`config.mk`:
```
export PLATFORM = sky130hd
export DESIGN_NAME = lts_monitor
export DESIGN_NICKNAME = d
export VERILOG_FILES = /design/src/lts_pkg.sv /design/src/lts_reset_seq.sv /design/src/lts_detect_lane.sv /design/src/lts_monitor.sv
export SDC_FILE = /design/constraint.sdc
export NUM_CORES = 1
export LEC_CHECK = 0
export ABC_AREA = 0
export ABC_CLOCK_PERIOD_IN_PS = 3400
export BUFFER_PORTS_ARGS = -buffer_cell sky130_fd_sc_hd__clkbuf_2
export CELL_PAD_IN_SITES_DETAIL_PLACEMENT = 0
export CELL_PAD_IN_SITES_GLOBAL_PLACEMENT = 1
export CORE_ASPECT_RATIO = 0.8
export CORE_UTILIZATION = 46
export CTS_CLUSTER_SIZE = 40
export DETAILED_ROUTE_END_ITERATION = 10
export PLACE_DENSITY_LB_ADDON = 0.1
export SLEW_MARGIN = 25
export SYNTH_ARGS = -nofsm -noshare
export SYNTH_HDL_FRONTEND = slang
export SYNTH_SLANG_ARGS = --single-unit
```
`constraint.sdc`:
```
create_clock -name ref_clk -period 3.4 [get_ports ref_clk]
set_input_delay 0 -clock ref_clk [delete_from_list [all_inputs] [get_ports ref_clk]]
set_output_delay 0 -clock ref_clk [all_outputs]
set_load 0.05 [all_outputs]
```
`src/lts_pkg.sv`:
```
package lts_pkg;
    // ------------------------------
    // training-state codes
    // ------------------------------
    localparam logic [5:0] ST_DET_QUIET    = 6'h00;
    localparam logic [5:0] ST_DET_ACTIVE   = 6'h02;
    localparam logic [5:0] ST_POLL_ACTIVE  = 6'h04;
    localparam logic [5:0] ST_POLL_CFG     = 6'h05;
    localparam logic [5:0] ST_COMP_FIRST   = 6'h06;
    localparam logic [5:0] ST_COMP_LAST    = 6'h0A;
    localparam logic [5:0] ST_CFG_LW_FIRST = 6'h0B;
    localparam logic [5:0] ST_CFG_LW_LAST  = 6'h0E;
    localparam logic [5:0] ST_CFG_LN_WAIT  = 6'h0F;
    localparam logic [5:0] ST_CFG_LN_ACC   = 6'h10;
    localparam logic [5:0] ST_CFG_CPL_X1   = 6'h11;
    localparam logic [5:0] ST_CFG_CPL_X8   = 6'h14;
    localparam logic [5:0] ST_CFG_IDLE     = 6'h15;
    localparam logic [5:0] ST_ACTIVE       = 6'h16;
    localparam logic [5:0] ST_HOT_RESET    = 6'h21;
    localparam logic [5:0] ST_DIS_FIRST    = 6'h22;
    localparam logic [5:0] ST_DIS_LAST     = 6'h24;
    localparam logic [5:0] ST_DIS_IDLE     = 6'h25;
    localparam logic [5:0] ST_RP_LW_FIRST  = 6'h26;
    localparam logic [5:0] ST_RP_LW_LAST   = 6'h28;
    localparam logic [5:0] ST_RP_WA_FIRST  = 6'h29;
    localparam logic [5:0] ST_RP_WA_LAST   = 6'h2A;
    localparam logic [5:0] ST_RP_LN_WAIT   = 6'h2B;
    localparam logic [5:0] ST_RP_LN_ACC    = 6'h2C;
    localparam logic [5:0] ST_TIMEOUT_DET  = 6'h2D;
    localparam logic [5:0] ST_LB_ENTRY0    = 6'h2E;
    localparam logic [5:0] ST_LB_ENTRY1    = 6'h2F;
    localparam logic [5:0] ST_LB_ACTIVE    = 6'h30;
    localparam logic [5:0] ST_LB_EXIT0     = 6'h31;
    localparam logic [5:0] ST_LB_EXIT1     = 6'h32;
    localparam logic [5:0] ST_LB_MASTER    = 6'h33;

    // ------------------------------
    // receive status encodings
    // ------------------------------
    localparam logic [2:0] RXS_OK        = 3'h0;
    localparam logic [2:0] RXS_SKP_ADD   = 3'h1;
    localparam logic [2:0] RXS_SKP_DEL   = 3'h2;
    localparam logic [2:0] RXS_DETECTED  = 3'h3;
    localparam logic [2:0] RXS_DEC_ERR   = 3'h4;
    localparam logic [2:0] RXS_EB_OVER   = 3'h5;
    localparam logic [2:0] RXS_EB_UNDER  = 3'h6;
    localparam logic [2:0] RXS_DISP_ERR  = 3'h7;

    // ------------------------------
    // register map (32-bit words)
    // ------------------------------
    localparam logic [11:0] REG_CTRL      = 12'h000;
    localparam logic [11:0] REG_STATE     = 12'h004;
    localparam logic [11:0] REG_DETECT    = 12'h008;
    localparam logic [11:0] REG_RXSTAT    = 12'h00C;
    localparam logic [11:0] REG_IRQ_STAT  = 12'h010;
    localparam logic [11:0] REG_IRQ_EN    = 12'h014;
    localparam logic [11:0] REG_IRQ_CLR   = 12'h018;

    // control bits
    localparam int CTRL_DET_REQ  = 0;
    localparam int CTRL_RX_RST   = 1;
    localparam int CTRL_TX_RST   = 2;
    localparam int CTRL_ROOT     = 3;
    localparam int CTRL_LOOPBACK = 4;
    localparam int CTRL_DISABLE  = 5;
    localparam int CTRL_HOTRST   = 6;

    // interrupt bits
    localparam int IRQ_DET_DONE  = 0;
    localparam int IRQ_RX_DONE   = 1;
    localparam int IRQ_TX_DONE   = 2;
    localparam int IRQ_LINK_UP   = 3;
    localparam int IRQ_TIMEOUT   = 4;
    localparam int IRQ_RX_ERR    = 5;
    localparam int IRQ_BITS      = 6;

    // ------------------------------
    // timing
    // ------------------------------
    localparam int CLK_NS          = 50;
    localparam int DET_TIME_NS     = 1000;
    localparam int DET_CYCLES      = (DET_TIME_NS + CLK_NS - 1) / CLK_NS;
    localparam int RST_TIME_NS     = 800;
    localparam int RST_CYCLES      = (RST_TIME_NS + CLK_NS - 1) / CLK_NS;
    localparam int STEP_CYCLES     = 4;
    localparam int TRAIN_TO_CYCLES = 2400;
endpackage

```
`src/lts_reset_seq.sv`:
```
`timescale 1ns/1ps
// one channel reset sequencer: pulse on req, then done after a settle delay
module lts_reset_seq
    import lts_pkg::*;
#(
    parameter int SETTLE = RST_CYCLES
) (
    input  wire logic ref_clk,
    input  wire logic reset,
    input  wire logic start,
    output logic      rst_pulse,
    output logic      done
);
    typedef struct packed {
        logic [15:0] cnt;
        logic        busy;
        logic        pulse;
        logic        done;
    } lts_rs_t;

    lts_rs_t s_reg, s_next;

    initial begin
        if (SETTLE < 1 || SETTLE > 65535) $error("lts_reset_seq: bad SETTLE");
    end

    // ------------------------------
    // sequence
    // ------------------------------
    always_comb begin
        s_next = s_reg;
        s_next.pulse = 1'b0;
        if (start) begin
            s_next.pulse = 1'b1;
            s_next.busy  = 1'b1;
            s_next.done  = 1'b0;
            s_next.cnt   = 16'(SETTLE);
        end else if (s_reg.busy) begin
            if (s_reg.cnt == 16'h0001) begin
                s_next.busy = 1'b0;
                s_next.done = 1'b1;
            end
            s_next.cnt = s_reg.cnt - 16'h0001;
        end
    end

    // state register
    always_ff @(posedge ref_clk) begin
        if (reset) begin
            s_reg <= '0;
        end else begin
            s_reg <= s_next;
        end
    end

    assign rst_pulse = s_reg.pulse;
    assign done      = s_reg.done;
endmodule

```
`src/lts_detect_lane.sv`:
```
`timescale 1ns/1ps
// per-lane receiver detection responder
module lts_detect_lane
    import lts_pkg::*;
#(
    parameter int DET_CNT = DET_CYCLES
) (
    input  wire logic       ref_clk,
    input  wire logic       reset,
    input  wire logic       tx_detect_rx,
    input  wire logic       partner_present,
    input  wire logic [2:0] rx_event,
    output logic            phy_status,
    output logic [2:0]      rx_status,
    output logic            present
);
    typedef struct packed {
        logic [7:0] cnt;
        logic       busy;
        logic       req_d;
        logic       phy;
        logic [2:0] stat;
        logic       present;
        logic       p_s1;
        logic       p_s2;
    } lts_dl_t;

    lts_dl_t s_reg, s_next;

    initial begin
        if (DET_CNT < 1 || DET_CNT > 255) $error("lts_detect_lane: bad DET_CNT");
    end

    // ------------------------------
    // detection handshake and receive status
    // ------------------------------
    always_comb begin
        s_next = s_reg;
        s_next.p_s1  = partner_present;
        s_next.p_s2  = s_reg.p_s1;
        s_next.req_d = tx_detect_rx;
        s_next.phy   = 1'b0;
        if (tx_detect_rx && !s_reg.req_d && !s_reg.busy) begin
            s_next.busy = 1'b1;
            s_next.cnt  = 8'(DET_CNT);
        end else if (s_reg.busy) begin
            if (s_reg.cnt == 8'h01) begin
                s_next.busy    = 1'b0;
                s_next.phy     = 1'b1;
                // only the two legal detection results
                s_next.stat    = s_reg.p_s2 ? RXS_DETECTED : RXS_OK;
                s_next.present = s_reg.p_s2;
            end
            s_next.cnt = s_reg.cnt - 8'h01;
        end else if (s_reg.present) begin
            // normal receive: pass through data/error codes, no detect code
            s_next.stat = (rx_event == RXS_DETECTED) ? RXS_OK : rx_event;
        end
    end

    // state register
    always_ff @(posedge ref_clk) begin
        if (reset) begin
            s_reg <= '0;
        end else begin
            s_reg <= s_next;
        end
    end

    assign phy_status = s_reg.phy;
    assign rx_status  = s_reg.stat;
    assign present    = s_reg.present;
endmodule

```
`src/lts_monitor.sv`:
```
// Implementation choices: the register offsets and register access over APB.
`timescale 1ns/1ps
// Functional notes
// polling codes 4, 5, compliance 6..A
// configuration codes B..15 by substate
// hot reset 21, disabled 22..25
// root port codes 26..2C
// timeout toward detect reports 2D
// loopback codes 2E..33
// controller raises detect request to start
// completion strobe with valid detect result
// completion strobe also for power/rate changes
// completion strobe driven high on detect done
// detect result only 000 or 011
// normal status 000, 001, 010
// error status 100, 101, 110, 111
// channel reset is pulsed high then low
// receive reset done after receive reset
// transmit reset done after transmit reset
// six-bit training code always observable
// trained link reads code 16
// hold lane result, no-receiver lanes unused
module lts_monitor
    import lts_pkg::*;
#(
    parameter int LANES    = 4,
    parameter int TRAIN_TO = TRAIN_TO_CYCLES
) (
    input  wire logic               ref_clk,
    input  wire logic               reset,
    input  wire logic               psel,
    input  wire logic               penable,
    input  wire logic               pwrite,
    input  wire logic [11:0]        paddr,
    input  wire logic [31:0]        pwdata,
    output logic                    pready,
    output logic [31:0]             prdata,
    output logic                    pslverr,
    input  wire logic [LANES-1:0]   partner_present,
    input  wire logic [3*LANES-1:0] rx_event,
    input  wire logic               pm_rate_req,
    output logic [5:0]              training_state_code,
    output logic [LANES-1:0]        phy_status,
    output logic [3*LANES-1:0]      rx_status,
    output logic                    rx_channel_reset_req,
    output logic                    tx_channel_reset_req,
    output logic                    rx_reset_done,
    output logic                    tx_reset_done,
    output logic                    irq
);
    import lts_pkg::*;

    typedef enum logic [3:0] {
        TS_DET_QUIET = 4'b0000,
        TS_DET_ACT   = 4'b0001,
        TS_POLL      = 4'b0010,
        TS_COMP      = 4'b0011,
        TS_CFG       = 4'b0100,
        TS_L0        = 4'b0101,
        TS_HOTRST    = 4'b0110,
        TS_DIS       = 4'b0111,
        TS_LOOP      = 4'b1000,
        TS_TIMEOUT   = 4'b1001
    } lts_phase_t;

    typedef struct packed {
        lts_phase_t          phase;
        logic [5:0]          code;
        logic [3:0]          step;
        logic [15:0]         timer;
        logic [7:0]          ctrl;
        logic [IRQ_BITS-1:0] irq_stat;
        logic [IRQ_BITS-1:0] irq_en;
        logic [31:0]         rdata;
        logic                pm_d;
        logic                pm_phy;
        logic                rxd_d;
        logic                txd_d;
    } lts_mon_t;

    lts_mon_t s_reg, s_next;

    logic [LANES-1:0] det_phy;
    logic [LANES-1:0] present;
    logic             rx_pulse;
    logic             tx_pulse;
    logic             rx_done;
    logic             tx_done;
    logic             det_req;
    logic             wr_en;
    logic             rd_en;

    initial begin
        if (LANES < 1 || LANES > 8) $error("lts_monitor: LANES must be 1..8");
        if (TRAIN_TO < 16 || TRAIN_TO > 65535) $error("lts_monitor: bad TRAIN_TO");
    end

    // count present lanes to pick the completion width code
    function automatic logic [5:0] width_code(input logic [LANES-1:0] p);
        int n;
        n = 0;
        for (int i = 0; i < LANES; i++) begin
            if (p[i]) n++;
        end
        if (n >= 8) return ST_CFG_CPL_X8;
        if (n >= 4) return ST_CFG_CPL_X1 + 6'h02;
        if (n >= 2) return ST_CFG_CPL_X1 + 6'h01;
        return ST_CFG_CPL_X1;
    endfunction

    // ------------------------------
    // lanes and reset sequencers
    // ------------------------------
    assign det_req = s_reg.ctrl[CTRL_DET_REQ];

    for (genvar g = 0; g < LANES; g++) begin : g_lane
        lts_detect_lane u_lane (
            .ref_clk         (ref_clk),
            .reset           (reset),
            .tx_detect_rx    (det_req),
            .partner_present (partner_present[g]),
            .rx_event        (rx_event[3*g +: 3]),
            .phy_status      (det_phy[g]),
            .rx_status       (rx_status[3*g +: 3]),
            .present         (present[g])
        );
    end

    lts_reset_seq u_rx_rst (
        .ref_clk   (ref_clk),
        .reset     (reset),
        .start     (wr_en && paddr == REG_CTRL && pwdata[CTRL_RX_RST]),
        .rst_pulse (rx_pulse),
        .done      (rx_done)
    );

    lts_reset_seq u_tx_rst (
        .ref_clk   (ref_clk),
        .reset     (reset),
        .start     (wr_en && paddr == REG_CTRL && pwdata[CTRL_TX_RST]),
        .rst_pulse (tx_pulse),
        .done      (tx_done)
    );

    assign wr_en = psel && penable && pwrite;
    assign rd_en = psel && !penable && !pwrite;

    // ------------------------------
    // training sequence, registers, interrupts
    // ------------------------------
    always_comb begin
        logic [IRQ_BITS-1:0] ev;
        ev = '0;
        s_next = s_reg;
        s_next.pm_d   = pm_rate_req;
        s_next.pm_phy = pm_rate_req && !s_reg.pm_d;
        s_next.rxd_d  = rx_done;
        s_next.txd_d  = tx_done;
        s_next.ctrl[CTRL_DET_REQ] = 1'b0;
        s_next.timer  = s_reg.timer + 16'h0001;
        s_next.step   = s_reg.step + 4'h1;

        case (s_reg.phase)
            TS_DET_QUIET: begin
                s_next.code = ST_DET_QUIET;
                if (s_reg.step == 4'(STEP_CYCLES)) begin
                    s_next.ctrl[CTRL_DET_REQ] = 1'b1;
                    s_next.phase = TS_DET_ACT;
                    s_next.timer = '0;
                end
            end
            TS_DET_ACT: begin
                s_next.code = ST_DET_ACTIVE;
                if (|det_phy) begin
                    ev[IRQ_DET_DONE] = 1'b1;
                    s_next.step  = '0;
                    s_next.phase = (|present) ? TS_POLL : TS_DET_QUIET;
                end
            end
            TS_POLL: begin
                s_next.code = (s_reg.step < 4'(STEP_CYCLES)) ? ST_POLL_ACTIVE
                                                              : ST_POLL_CFG;
                if (s_reg.step == 4'(2*STEP_CYCLES)) begin
                    s_next.step  = '0;
                    s_next.phase = s_reg.ctrl[CTRL_LOOPBACK] ? TS_LOOP : TS_CFG;
                end
            end
            TS_COMP: begin
                s_next.code = ST_COMP_FIRST + 6'(s_reg.step[2:0]);
                if (s_next.code >= ST_COMP_LAST) begin
                    s_next.code  = ST_COMP_LAST;
                    s_next.phase = TS_TIMEOUT;
                end
            end
            TS_CFG: begin
                // walk width, lane number, completion, idle
                if (s_reg.ctrl[CTRL_ROOT]) begin
                    case (s_reg.step)
                        4'h0, 4'h1, 4'h2: s_next.code = ST_RP_LW_FIRST + 6'(s_reg.step);
                        4'h3, 4'h4:       s_next.code = ST_RP_WA_FIRST + 6'(s_reg.step - 4'h3);
                        4'h5:             s_next.code = ST_RP_LN_WAIT;
                        4'h6:             s_next.code = ST_RP_LN_ACC;
                        4'h7:             s_next.code = width_code(present);
                        default:          s_next.code = ST_CFG_IDLE;
                    endcase
                end else begin
                    case (s_reg.step)
                        4'h0, 4'h1, 4'h2, 4'h3: s_next.code = ST_CFG_LW_FIRST + 6'(s_reg.step);
                        4'h4:                   s_next.code = ST_CFG_LN_WAIT;
                        4'h5:                   s_next.code = ST_CFG_LN_ACC;
                        4'h6:                   s_next.code = width_code(present);
                        default:                s_next.code = ST_CFG_IDLE;
                    endcase
                end
                if (s_reg.step == 4'h9) begin
                    s_next.phase = TS_L0;
                    ev[IRQ_LINK_UP] = 1'b1;
                end
            end
            TS_L0: begin
                s_next.code = ST_ACTIVE;
                s_next.timer = '0;
                s_next.step  = '0;
                if (s_reg.ctrl[CTRL_HOTRST]) s_next.phase = TS_HOTRST;
                else if (s_reg.ctrl[CTRL_DISABLE]) s_next.phase = TS_DIS;
            end
            TS_HOTRST: begin
                s_next.code = ST_HOT_RESET;
                if (!s_reg.ctrl[CTRL_HOTRST]) begin
                    s_next.phase = TS_DET_QUIET;
                    s_next.step  = '0;
                end
            end
            TS_DIS: begin
                s_next.code = (s_reg.step < 4'h3) ? ST_DIS_FIRST + 6'(s_reg.step)
                                                  : ST_DIS_IDLE;
                if (s_reg.step >= 4'h3) s_next.step = 4'h3;
                if (!s_reg.ctrl[CTRL_DISABLE]) begin
                    s_next.phase = TS_DET_QUIET;
                    s_next.step  = '0;
                end
            end
            TS_LOOP: begin
                case (s_reg.step)
                    4'h0:    s_next.code = s_reg.ctrl[CTRL_ROOT] ? ST_LB_MASTER
                                                                 : ST_LB_ENTRY0;
                    4'h1:    s_next.code = ST_LB_ENTRY1;
                    4'h2:    s_next.code = ST_LB_ACTIVE;
                    4'h3:    s_next.code = ST_LB_EXIT0;
                    default: s_next.code = ST_LB_EXIT1;
                endcase
                if (s_reg.step == 4'h2 && s_reg.ctrl[CTRL_LOOPBACK]) s_next.step = 4'h2;
                if (s_reg.step == 4'h4) begin
                    s_next.phase = TS_DET_QUIET;
                    s_next.step  = '0;
                end
            end
            TS_TIMEOUT: begin
                s_next.code  = ST_TIMEOUT_DET;
                ev[IRQ_TIMEOUT] = 1'b1;
                s_next.phase = TS_DET_QUIET;
                s_next.step  = '0;
            end
            default: begin
                s_next.phase = TS_DET_QUIET;
            end
        endcase

        // training not finished in time: polling goes to compliance then timeout, detect/config go straight to timeout
        if ((s_reg.phase == TS_POLL || s_reg.phase == TS_CFG || s_reg.phase == TS_DET_ACT)
            && s_reg.timer == 16'(TRAIN_TO)) begin
            s_next.phase = (s_reg.phase == TS_POLL) ? TS_COMP : TS_TIMEOUT;
            s_next.step  = '0;
        end

        ev[IRQ_RX_DONE] = rx_done && !s_reg.rxd_d;
        ev[IRQ_TX_DONE] = tx_done && !s_reg.txd_d;
        for (int i = 0; i < LANES; i++) begin
            if (present[i] && rx_status[3*i+2]) ev[IRQ_RX_ERR] = 1'b1;
        end

        // register writes; set wins over clear
        if (wr_en) begin
            case (paddr)
                REG_CTRL:    s_next.ctrl[7:3] = pwdata[7:3];
                REG_IRQ_EN:  s_next.irq_en = pwdata[IRQ_BITS-1:0];
                REG_IRQ_CLR: s_next.irq_stat = s_reg.irq_stat & ~pwdata[IRQ_BITS-1:0];
                default: ;
            endcase
            if (paddr == REG_CTRL && pwdata[CTRL_DET_REQ]) begin
                s_next.phase = TS_DET_QUIET;
                s_next.step  = 4'(STEP_CYCLES);
            end
        end
        s_next.irq_stat = s_next.irq_stat | ev;

        // read data captured in setup phase
        if (rd_en) begin
            case (paddr)
                REG_CTRL:     s_next.rdata = {24'h000000, s_reg.ctrl};
                REG_STATE:    s_next.rdata = {26'h0000000, s_reg.code};
                REG_DETECT:   s_next.rdata = {24'h000000, 8'(present)};
                REG_RXSTAT:   s_next.rdata = {8'h00, 24'(rx_status)};
                REG_IRQ_STAT: s_next.rdata = {26'h0000000, s_reg.irq_stat};
                REG_IRQ_EN:   s_next.rdata = {26'h0000000, s_reg.irq_en};
                default:      s_next.rdata = 32'h00000000;
            endcase
        end
    end

    // state register
    always_ff @(posedge ref_clk) begin
        if (reset) begin
            s_reg <= '0;
        end else begin
            s_reg <= s_next;
        end
    end

    // ------------------------------
    // outputs
    // ------------------------------
    assign pready               = 1'b1;
    assign pslverr              = psel && penable && !(paddr == REG_CTRL || paddr == REG_STATE
                                  || paddr == REG_DETECT || paddr == REG_RXSTAT
                                  || paddr == REG_IRQ_STAT || paddr == REG_IRQ_EN
                                  || paddr == REG_IRQ_CLR);
    assign prdata               = s_reg.rdata;
    assign training_state_code  = s_reg.code;
    assign phy_status           = det_phy | {LANES{s_reg.pm_phy}};
    assign rx_channel_reset_req = rx_pulse;
    assign tx_channel_reset_req = tx_pulse;
    assign rx_reset_done        = rx_done;
    assign tx_reset_done        = tx_done;
    assign irq                  = |(s_reg.irq_stat & s_reg.irq_en);
endmodule

```
==> results.toml, run 1 <==
[power]
power.share.combinational_pct = 9.1
peakVddDrop_uv = 291
sequentialPowerShare_pct = 44.9
cellInternalPower_uw = 3400
power.density_cell_area_nw_per_um2 = 451
sw_frac_of_total_pct = 24.6
power_leakage_uw = 0.00381
power_frac_clock_pct = 46.0
net-switching-power_uw = 1110
fin_total_pwr_uw = 4510

[hold_path]
min-delay-start = "reset"
timing.hold.worst.class = "input port to flop"
min_to = "s_reg[40]"
worst_hold_path.num_cells = 2

[critical_path]
crit_path_top_delay_cell = "ha_1"
timing.critical_path.from_type = "flop"
worstPathArrival_ns = 3.02
required_ns = 3.73
worstReg2RegStart = "s_reg[72]"
worst_r2r_endpoint = "s_reg[69]"
length_in_cells_of_the_worst_reg_to_reg_path = 8
setup.reg_to_reg.worst_slack_ns = 0.70
timing.critical_path.buf_inv = 2
timing.critical_path.fanout_max = 18
cp_slowest_stage_delay_ns = 0.59
timing_worst_setup_path_type = "flop to flop"
timing.critical_path.cells = "inv_1, ha_1, nand3b_1, nor3_1, a21oi_1, o31ai_2, buf_4, nor2_1"
critical_path.endpoint_type = "flop"
timing.critical_path.max_delay_family = "adder cells"

[status]
outcome = "complete, no violations"

[yosys]
synth_ff_type = "dfxtp_1"
synth_seq_area_share_pct = 38.2
synth-async-reset-ratio_pct = 0
number_of_distinct_standard_cells_referenced_by_the_synthesized_netlist = 74
synth.cell_area_um2 = 8750
synthesis_stage_register_bit_count = 167
syn_inst = 1048
synth_warnings = 0
number_of_flops_mapped_to_enable_cells_by_yosys = 0
syn_avg_cell_area_um2 = 8.35

[grt]
grt_remaining_overflow = 0
grt_pass1_vias = 6827
global_route_wire_length_before_repair_mm = 35.5
global_route.usage.total_pct = 23.0
antenna_found_initial = 0
grt_max_degree = 47

[sta]
final-setup-viol-count = 0
post-route-period-util_pct = 79.3
final_period_minus_worst_setup_slack_ns = 2.70
fin_setup_tns_ns = 0
final.hold.worst_slack_ns = 0.0235
maxClockFrequency_mhz = 371
final_max_slew_viol_count = 0
rsz0062_at_grt = "false"
finalClockSkew_ns = 0.0117
worst_slew_margin_rel_pct = 41.5
hold_violations = 0
worstMarginPinSlew_ns = 0.865

[floorplan]
floorplan.core_area_um2 = 18400
fp.dieW_um = 156
design.portCount = 127
initial_core_util_pct = 47.6
placement_rows = 44
floorplan.die_area_um2 = 19600
chipHeight_um = 125

[clock_network]
ctsRootBufferMaster = "clkbuf_16"
tritoncts.num_buffers = 17
cts.repair_timing.setup_buffer_count = 0
cts_resized = 0
htree_levels = 4
max-clock-path-buffers = 2
path_clk_slew_ns = 0.07
cts_tree = "done"
clk_latency_ns = 0.43
cts_sinks = 167
cts.hold.buffers_added = 29

[routing]
vias_per_cell = 5.34
firstDrtPassIters = 5
detail_route.wirelength_mm = 21.9
drc = 0
antenna_violating_nets_post_route = 0
drt_iter0_drc = 428
route.detailed.wl_per_inst_um = 16.0
vias = 7333

[placed_design]
placed_area_um2 = 9070
dp.final_hpwl_mm = 15.5
io_buffers = 81
gp_congestion = 0.940

[layout]
final_net_count = 1202
area_growth_pct = 14.2
finish.instance_area_um2 = 9990
num_antenna_cells = 0
drive_gt1_share_pct = 12.2
largest_register_ffs = 45

[job]
max-cap-violations = 0
## placed cells by master (no fill, tap or decap), types with 17 or more instances in the layout
master / Yosys / layout
mux2i_1: 20 / 20
a21oi_1: 40 / 40
clkbuf_16: 0 / 17
nand2_1: 70 / 70
conb_1: 2 / 21
nor4_1: 18 / 18
ha_1: 27 / 27
o21ai_1: 24 / 24
nor2_1: 153 / 153
nand2b_1: 17 / 17
dlygate4sd3_1: 0 / 29
nand3_1: 25 / 25
inv_1: 37 / 37
xor2_1: 27 / 27
nor2b_1: 37 / 37
clkbuf_2: 0 / 80
dfxtp_1: 167 / 167
xnor2_1: 43 / 43
nor3_1: 35 / 35
## area by class of cell
class / count / area (um^2)
Clock buffer: 20 / 457
Timing Repair Buffer: 121 / 781
Multi-Input combinational cell: 761 / 4770
Tap cell: 253 / 317
Inverter: 41 / 154
Fill cell: 1740 / 8400
Clock inverter: 10 / 173
Sequential cell: 167 / 3340
## power groups by stage
stage	clock network [uW]	registers, uW	logic, uW
after floorplan	0	2050	309
after global placement	0	2070	381
after detailed placement	0	2070	379
after CTS	2120	2020	408
after global routing	2210	2030	452
final	2070	2020	412
## cell usage after synthesis, drive strengths merged, types with 4 or more instances
library cell | count | area, um^2
a211oi | 15 | 113
a21oi | 41 | 209
a221oi | 10 | 87.6
a22oi | 15 | 113
a311oi | 5 | 43.8
a31oi | 5 | 31.3
a41oi | 4 | 35.0
and2 | 5 | 31.3
and3 | 7 | 43.8
buf | 55 | 402
clkbuf | 43 | 161
dfxtp | 167 | 3340
ha | 27 | 338
inv | 40 | 150
mux2i | 20 | 200
nand2 | 70 | 263
nand2b | 17 | 106
nand3 | 25 | 125
nand3b | 13 | 97.6
nand4 | 5 | 31.3
nand4b | 4 | 35.0
nor2 | 153 | 574
nor2b | 37 | 231
nor3 | 35 | 175
nor3b | 8 | 60.1
nor4 | 19 | 134
nor4b | 10 | 93.8
o211ai | 9 | 67.6
o21ai | 39 | 195
o31ai | 5 | 37.5
or2 | 9 | 56.3
or4 | 8 | 63.8
xnor2 | 43 | 377
xor2 | 27 | 236
## metal layers
metal | share of wire (%) | vias up | global-route usage (%) | routed length, um
met5 | 0 | - | 0 | 0
met4 | 1.6 | 0 | 7.09 | 340
met3 | 5.6 | 23 | 4.19 | 1230
met2 | 42 | 211 | 33.6 | 9140
met1 | 51 | 3405 | 33.9 | 11200
li1 | - | 3694 | - | -
## how the worst max path moves through the flow
stage,startpoint,to,slack [ns],depth (start not counted)
floorplan,s_reg[72],s_reg[64],1.06,10
global placement,s_reg[72],s_reg[58],0.75,8
detailed placement,s_reg[72],s_reg[70],0.74,8
CTS,s_reg[72],s_reg[70],0.73,8
global route,s_reg[72],s_reg[66],0.46,8
finish,s_reg[72],s_reg[69],0.70,8
## through the flow
stage,utilization [%],setup slack (ns),cells
2_1_floorplan,-,1.06,1067
5_1_grt,54.3,0.464,1373
6_report,54.3,0.704,1373
3_5_place_dp,49.3,0.742,1314
3_3_place_gp,49.3,0.753,1314
4_1_cts,54.3,0.731,1373
## logic make-up (layout without fill, tap and decap cells)
group                      count (synthesis)  in the layout  synth area share, %
and+or+nand+nor                          441            441                 25.9
AOI/OAI and AO/OA                        178            178                 13.8
DFF                                      167            167                 38.2
buffers and inverters                    139            192                 8.19
xor gates and xnor gates                  70             70                 7.01
adders and majority gates                 27             27                 3.86
muxes                                     24             24                 2.93
other                                      2             21               0.0858
Power figures use the tool's default switching activity.
==> run 2: changes to the inputs <==
Settings changed: ABC_CLOCK_PERIOD_IN_PS 3400 to 2610, CORE_UTILIZATION 46 to 43.
Clock period 3.4 ns to 2.61 ns, I/O delays scaled along.
==> run 2 against run 1 <==
Net effect:
- global-route usage shrank 1.0 points
- sequential power grew 30%
- clock power grew 27%
- hold slack is essentially flat
- fmax grew 13%
- cell area grew 1.5%
- sequential share of layout area shrank 0.50 points
- utilization shrank 3.3 points
- register-to-register slack lost 0.47 ns
- via count grew 0.46%
- largest cell class unchanged
- critical path depth shrank 1
- worst setup slack lost 0.47 ns
==> results.toml, run 2 (synthesized netlist as in run 1, its figures left out) <==
[routing]
firstDrtPassIters = 5
vias = 7367
drc = 0
drt_iter0_drc = 601
detail_route.wirelength_mm = 22.2
route.detailed.wl_per_inst_um = 15.8
antenna_violating_nets_post_route = 0
vias_per_cell = 5.24

[clock_network]
cts_tree = "done"
tritoncts.num_buffers = 17
path_clk_slew_ns = 0.07
cts.repair_timing.setup_buffer_count = 0
clk_latency_ns = 0.44
ctsRootBufferMaster = "clkbuf_16"
cts_resized = 0
cts_sinks = 167
max-clock-path-buffers = 2
htree_levels = 4

[status]
outcome = "complete, no violations"

[critical_path]
worstPathArrival_ns = 2.66
setup.reg_to_reg.worst_slack_ns = 0.23
critical_path.endpoint_type = "flop"
timing.critical_path.max_delay_family = "simple AND/OR/NAND/NOR gates"
cp_slowest_stage_delay_ns = 0.50
worst_r2r_endpoint = "s_reg[72]"
length_in_cells_of_the_worst_reg_to_reg_path = 7
timing_worst_setup_path_type = "flop to flop"
timing.critical_path.cells = "inv_1, ha_1, or4b_1, or4_4, a2111oi_4, nand2b_1, a221oi_1"
timing.critical_path.from_type = "flop"
timing.critical_path.buf_inv = 1
required_ns = 2.90
crit_path_top_delay_cell = "or4_4"
timing.critical_path.fanout_max = 7
worstReg2RegStart = "s_reg[56]"

[grt]
grt_remaining_overflow = 0
grt_most_used_layer = "met2"
globalRouteMet2Util_pct = 33.1
antenna_found_initial = 1
global_route_wire_length_before_repair_mm = 35.9
global_route.usage.total_pct = 22.0
grt_max_degree = 38
grt.met3_usage_pct = 3.59
grt_use_met1_pct = 31.4
grt_pass1_vias = 6823

[layout]
final_util_pct = 51.1
drive_gt1_share_pct = 13.9
mostFrequentLayoutCell = "dfxtp_1"
area_growth_pct = 15.9
number_of_standard_cells_in_the_final_layout_excluding_fillers = 1407
final_net_count = 1222
largest_register_ffs = 45
layout.filler_cells = 1936
layout.cells.most_common_list = "dfxtp_1, nor2_1, clkbuf_2"

[sta]
maxClockFrequency_mhz = 421
postLayoutSetupSlackWorst_ns = 0.234
worstMarginPinSlew_ns = 0.734
final_period_minus_worst_setup_slack_ns = 2.38
worst_slew_margin_rel_pct = 51.0
final-setup-viol-count = 0
post-route-period-util_pct = 91.1
finalClockSkew_ns = 0.0137
rsz0062_at_grt = "false"
final_max_slew_viol_count = 0
fin_setup_tns_ns = 0
hold_violations = 0

[floorplan]
floorplan.core_area_um2 = 19900
floorplan.die_area_um2 = 20900
initial_core_util_pct = 44.1
fp.dieW_um = 161
chipHeight_um = 130
design.portCount = 127
placement_rows = 46

[power]
power_leakage_uw = 0.00391
power.density_cell_area_nw_per_um2 = 573
fin_total_pwr_uw = 5810
peakVddDrop_uv = 419

[hold_path]
min_to = "s_reg[74]"
worst_hold_path.num_cells = 3
timing.hold.worst.class = "input port to flop"
min-delay-start = "pwrite"

[placed_design]
dp.final_hpwl_mm = 16.2
gp_congestion = 0.927
io_buffers = 81
place_worst_setup_slack_ns = 0.247
placed_cells = 1344

[job]
max-cap-violations = 0
[run 2: cell types whose count changed in the layout (fill, tap and decap cells not counted), moves of 2 or more]
| cell | previous run | this run |
|---|---|---|
| buf_4 | 12 | 31 |
| bufinv_16 | 4 | 2 |
| clkbuf_8 | 2 | 0 |
| clkinv_4 | 6 | 2 |
| inv_6 | 0 | 4 |
| inv_8 | 0 | 4 |
[run 2: metrics by stage]
stage / area, um^2 / hold WS [ns]
6_report: 10100 / 0.0238
5_1_grt: 10100 / 0.0663
4_1_cts: 10100 / 0.00773
3_5_place_dp: 9230 / 0.219
3_3_place_gp: 9230 / 0.211
2_1_floorplan: 8820 / 0.0791
[run 2: how the worst max path moves through the flow]
| stage | start | to | slack, ns | depth (start not counted) |
|---|---|---|---|---|
| finish | s_reg[56] | s_reg[72] | 0.23 | 7 |
| global route | s_reg[56] | s_reg[72] | 0.11 | 7 |
| CTS | s_reg[56] | s_reg[72] | 0.21 | 7 |
| detailed placement | s_reg[56] | s_reg[72] | 0.25 | 7 |
| global placement | s_reg[56] | s_reg[72] | 0.26 | 7 |
| floorplan | s_reg[72] | s_reg[64] | 0.27 | 10 |
[run 2: area by class of cell]
type                            count  area (um^2)  area share (%)
Multi-Input combinational cell    761         4770            47.0
Inverter                           41          154            1.52
Clock inverter                     15          186            1.84
Timing Repair Buffer              141          933            9.20
Antenna cell                        1         2.50          0.0247
Tap cell                          264          330            3.26
Clock buffer                       17          425            4.19
Sequential cell                   167         3340            33.0
[run 2: layer usage]
metal / part of all wire [%] / up-vias / routed length, um
li1: - / 3745 / -
met1: 51 / 3402 / 11300
met2: 42 / 198 / 9330
met3: 5.4 / 22 / 1200
met4: 1.8 / 0 / 394
met5: 0 / - / 0
[run 2: where the power goes]
part / internal (uW) / leakage, uW / switching (uW)
combinational: 202 / 0.00226 / 356
clock: 1460 / 0.000299 / 1160
sequential: 2580 / 0.00135 / 44.2
[run 2: timing repair]
action,CTS,global route
hold buffers,30,0
hold endpoints to repair,47,0
endpoints found under the setup margin,0,0
[run 2: tightest hold or removal path, stage by stage]
cell,delay (ns)
clkbuf_2,0.10
nand3_1,0.20
o31ai_1,0.11
==> run 3: changes to the inputs <==
Settings changed: ABC_CLOCK_PERIOD_IN_PS 2610 to 3000, CORE_UTILIZATION 43 to 47, SYNTH_HIERARCHICAL from default to 1.
Clock period 2.61 ns to 3 ns, I/O delays scaled along.
==> run 3 against run 2 <==
Net effect:
- utilization rose by 3.8 points
- clock power fell by 16%
- critical path depth rose by 1
- largest cell class unchanged
- register-to-register slack improved by 0.30 ns
- critical endpoint is now s_reg[73]
==> results.toml, run 3 <==
[status]
outcome = "complete, no violations"

[power]
power_leakage_uw = 0.00406
peakVddDrop_uv = 330
power_frac_clock_pct = 43.8
sw_frac_of_total_pct = 28.6
cellInternalPower_uw = 3590
net-switching-power_uw = 1440
fin_total_pwr_uw = 5030
sequentialPowerShare_pct = 46.5
power.share.combinational_pct = 9.7
power.density_cell_area_nw_per_um2 = 474

[hold_path]
timing.hold.worst.class = "input port to flop"
worst_hold_path.num_cells = 5
min-delay-start = "pwrite"

[grt]
grt_remaining_overflow = 0
global_route.usage.total_pct = 22.4
antenna_found_initial = 0
grt_pass1_vias = 6910
grt_max_degree = 43
global_route_wire_length_before_repair_mm = 36.5

[clock_network]
cts_tree = "done"
ctsRootBufferMaster = "clkbuf_16"
htree_levels = 4
max-clock-path-buffers = 2
tritoncts.num_buffers = 17
cts.repair_timing.setup_buffer_count = 0
clk_latency_ns = 0.44
cts_sinks = 170
path_clk_slew_ns = 0.07

[sta]
hold_violations = 0
worstMarginPinSlew_ns = 0.834
finalClockSkew_ns = 0.0110
worst_slew_margin_rel_pct = 44.4
rsz0062_at_grt = "false"
post-route-period-util_pct = 82.1
fin_setup_tns_ns = 0
maxClockFrequency_mhz = 406
final_period_minus_worst_setup_slack_ns = 2.46
final_max_slew_viol_count = 0
postLayoutSetupSlackWorst_ns = 0.536
final-setup-viol-count = 0

[yosys]
synth-async-reset-ratio_pct = 0
number_of_flops_mapped_to_enable_cells_by_yosys = 0
syn_avg_cell_area_um2 = 8.67
post-synth-top-area-fraction_pct = 36.2
number_of_distinct_standard_cells_referenced_by_the_synthesized_netlist = 78
post-synth-top-count-cell = "dfxtp_1"
synth_ff_type = "dfxtp_1"
syn_inst = 1086
synth_seq_area_share_pct = 36.2
synth.cell_area_um2 = 9410
synthesis_stage_register_bit_count = 170
synth.top_cells.by_area = "dfxtp_1, nor2_1, buf_4"
synth_top_cell_by_area = "dfxtp_1"
synth_commonest_cells = "dfxtp_1, nor2_1, nand2_1"
synth_warnings = 6

[routing]
vias = 7641
drt_iter0_drc = 539
vias_per_cell = 5.37
route.detailed.wl_per_inst_um = 15.8
firstDrtPassIters = 5
antenna_violating_nets_post_route = 0
detail_route.wirelength_mm = 22.5
drc = 0

[layout]
layout.cells.most_common_list = "dfxtp_1, nor2_1, clkbuf_2"
mostFrequentLayoutCell = "dfxtp_1"
final_net_count = 1249
largest_register_ffs = 45
area_growth_pct = 12.7
num_antenna_cells = 0
drive_gt1_share_pct = 17.2
finish.instance_area_um2 = 10600

[floorplan]
floorplan.core_area_um2 = 19300
chipHeight_um = 129
floorplan.die_area_um2 = 20600
placement_rows = 45
fp.dieW_um = 160
design.portCount = 127
initial_core_util_pct = 48.7

[placed_design]
gp_congestion = 0.850
place_worst_setup_slack_ns = 0.595
placed_area_um2 = 9690
dp.final_hpwl_mm = 16.3
io_buffers = 81

[critical_path]
timing.critical_path.fanout_max = 10
timing.critical_path.from_type = "flop"
worstReg2RegStart = "s_reg[73]"
critical_path.endpoint_type = "flop"
length_in_cells_of_the_worst_reg_to_reg_path = 8
setup.reg_to_reg.worst_slack_ns = 0.54
timing_worst_setup_path_type = "flop to flop"
required_ns = 3.32
cp-startpoint = "s_reg[73]"
worstPathArrival_ns = 2.78

[job]
max-cap-violations = 0
-- run 3: power groups by stage --
stage	clock, uW	sequential [uW]	combinational [uW]
2_1_floorplan	0	2370	371
3_3_place_gp	0	2390	452
3_5_place_dp	0	2390	450
4_1_cts	2260	2340	483
5_1_grt	2360	2350	528
6_report	2200	2340	486
-- run 3: cell type report --
cell class,instances,area [um^2]
Timing Repair Buffer,126,826
Multi-Input combinational cell,810,5360
Clock inverter,15,169
Fill cell,1855,8700
Tap cell,258,323
Sequential cell,170,3400
Clock buffer,17,425
Inverter,28,105
-- run 3: what timing repair did --
| action | CTS | global route |
|---|---|---|
| hold endpoints to repair | 43 | 0 |
| endpoints found under the setup margin | 0 | 0 |
| hold buffers | 32 | 0 |
| resized for setup | 0 | 0 |
-- run 3: final timing paths --
| kind | end |
|---|---|
| min reg2reg | s_reg[2] |
| min | prdata[10] |
| max | s_reg[73] |
| max reg2reg | s_reg[73] |
-- run 3: stage by stage --
| stage | util, % | hold WS [ns] | std cells |
|---|---|---|---|
| 2_1_floorplan | - | 0.0667 | 1105 |
| 3_3_place_gp | 50.2 | 0.208 | 1360 |
| 3_5_place_dp | 50.2 | 0.217 | 1360 |
| 4_1_cts | 54.9 | 0.0351 | 1424 |
| 5_1_grt | 54.9 | 0.0676 | 1424 |
| 6_report | 54.9 | 0.0591 | 1424 |
-- run 3: logic make-up after synthesis --
family | after synthesis | share of synthesized area (%)
flip-flops | 170 | 36.2
adder cells (fa/ha/maj) | 31 | 4.09
other | 2 | 0.0798
AO/OA/AOI/OAI | 189 | 14.1
multiplexers | 22 | 2.50
XOR/XNOR | 61 | 5.68
AND/OR/NAND/NOR | 486 | 29.7
buffers and inverters | 125 | 7.71
-- run 3: critical path, stage by stage, from the launching register on --
cell and delay (ns):
dfxtp_1 0.40, inv_1 0.21, ha_1 0.47, nand3b_4 0.14, or4b_1 0.52, a21oi_1 0.21
nor2_1 0.07, o31ai_1 0.22, a21oi_1 0.09
-- run 3: layer usage --
metal / global-route usage (%) / vias to the layer above / routed length [um]
li1: - / 3852 / -
met1: 32.8 / 3598 / 11600
met2: 33.0 / 169 / 9540
met3: 4.13 / 22 / 1040
met4: 7.06 / 0 / 353
met5: 0 / - / 0
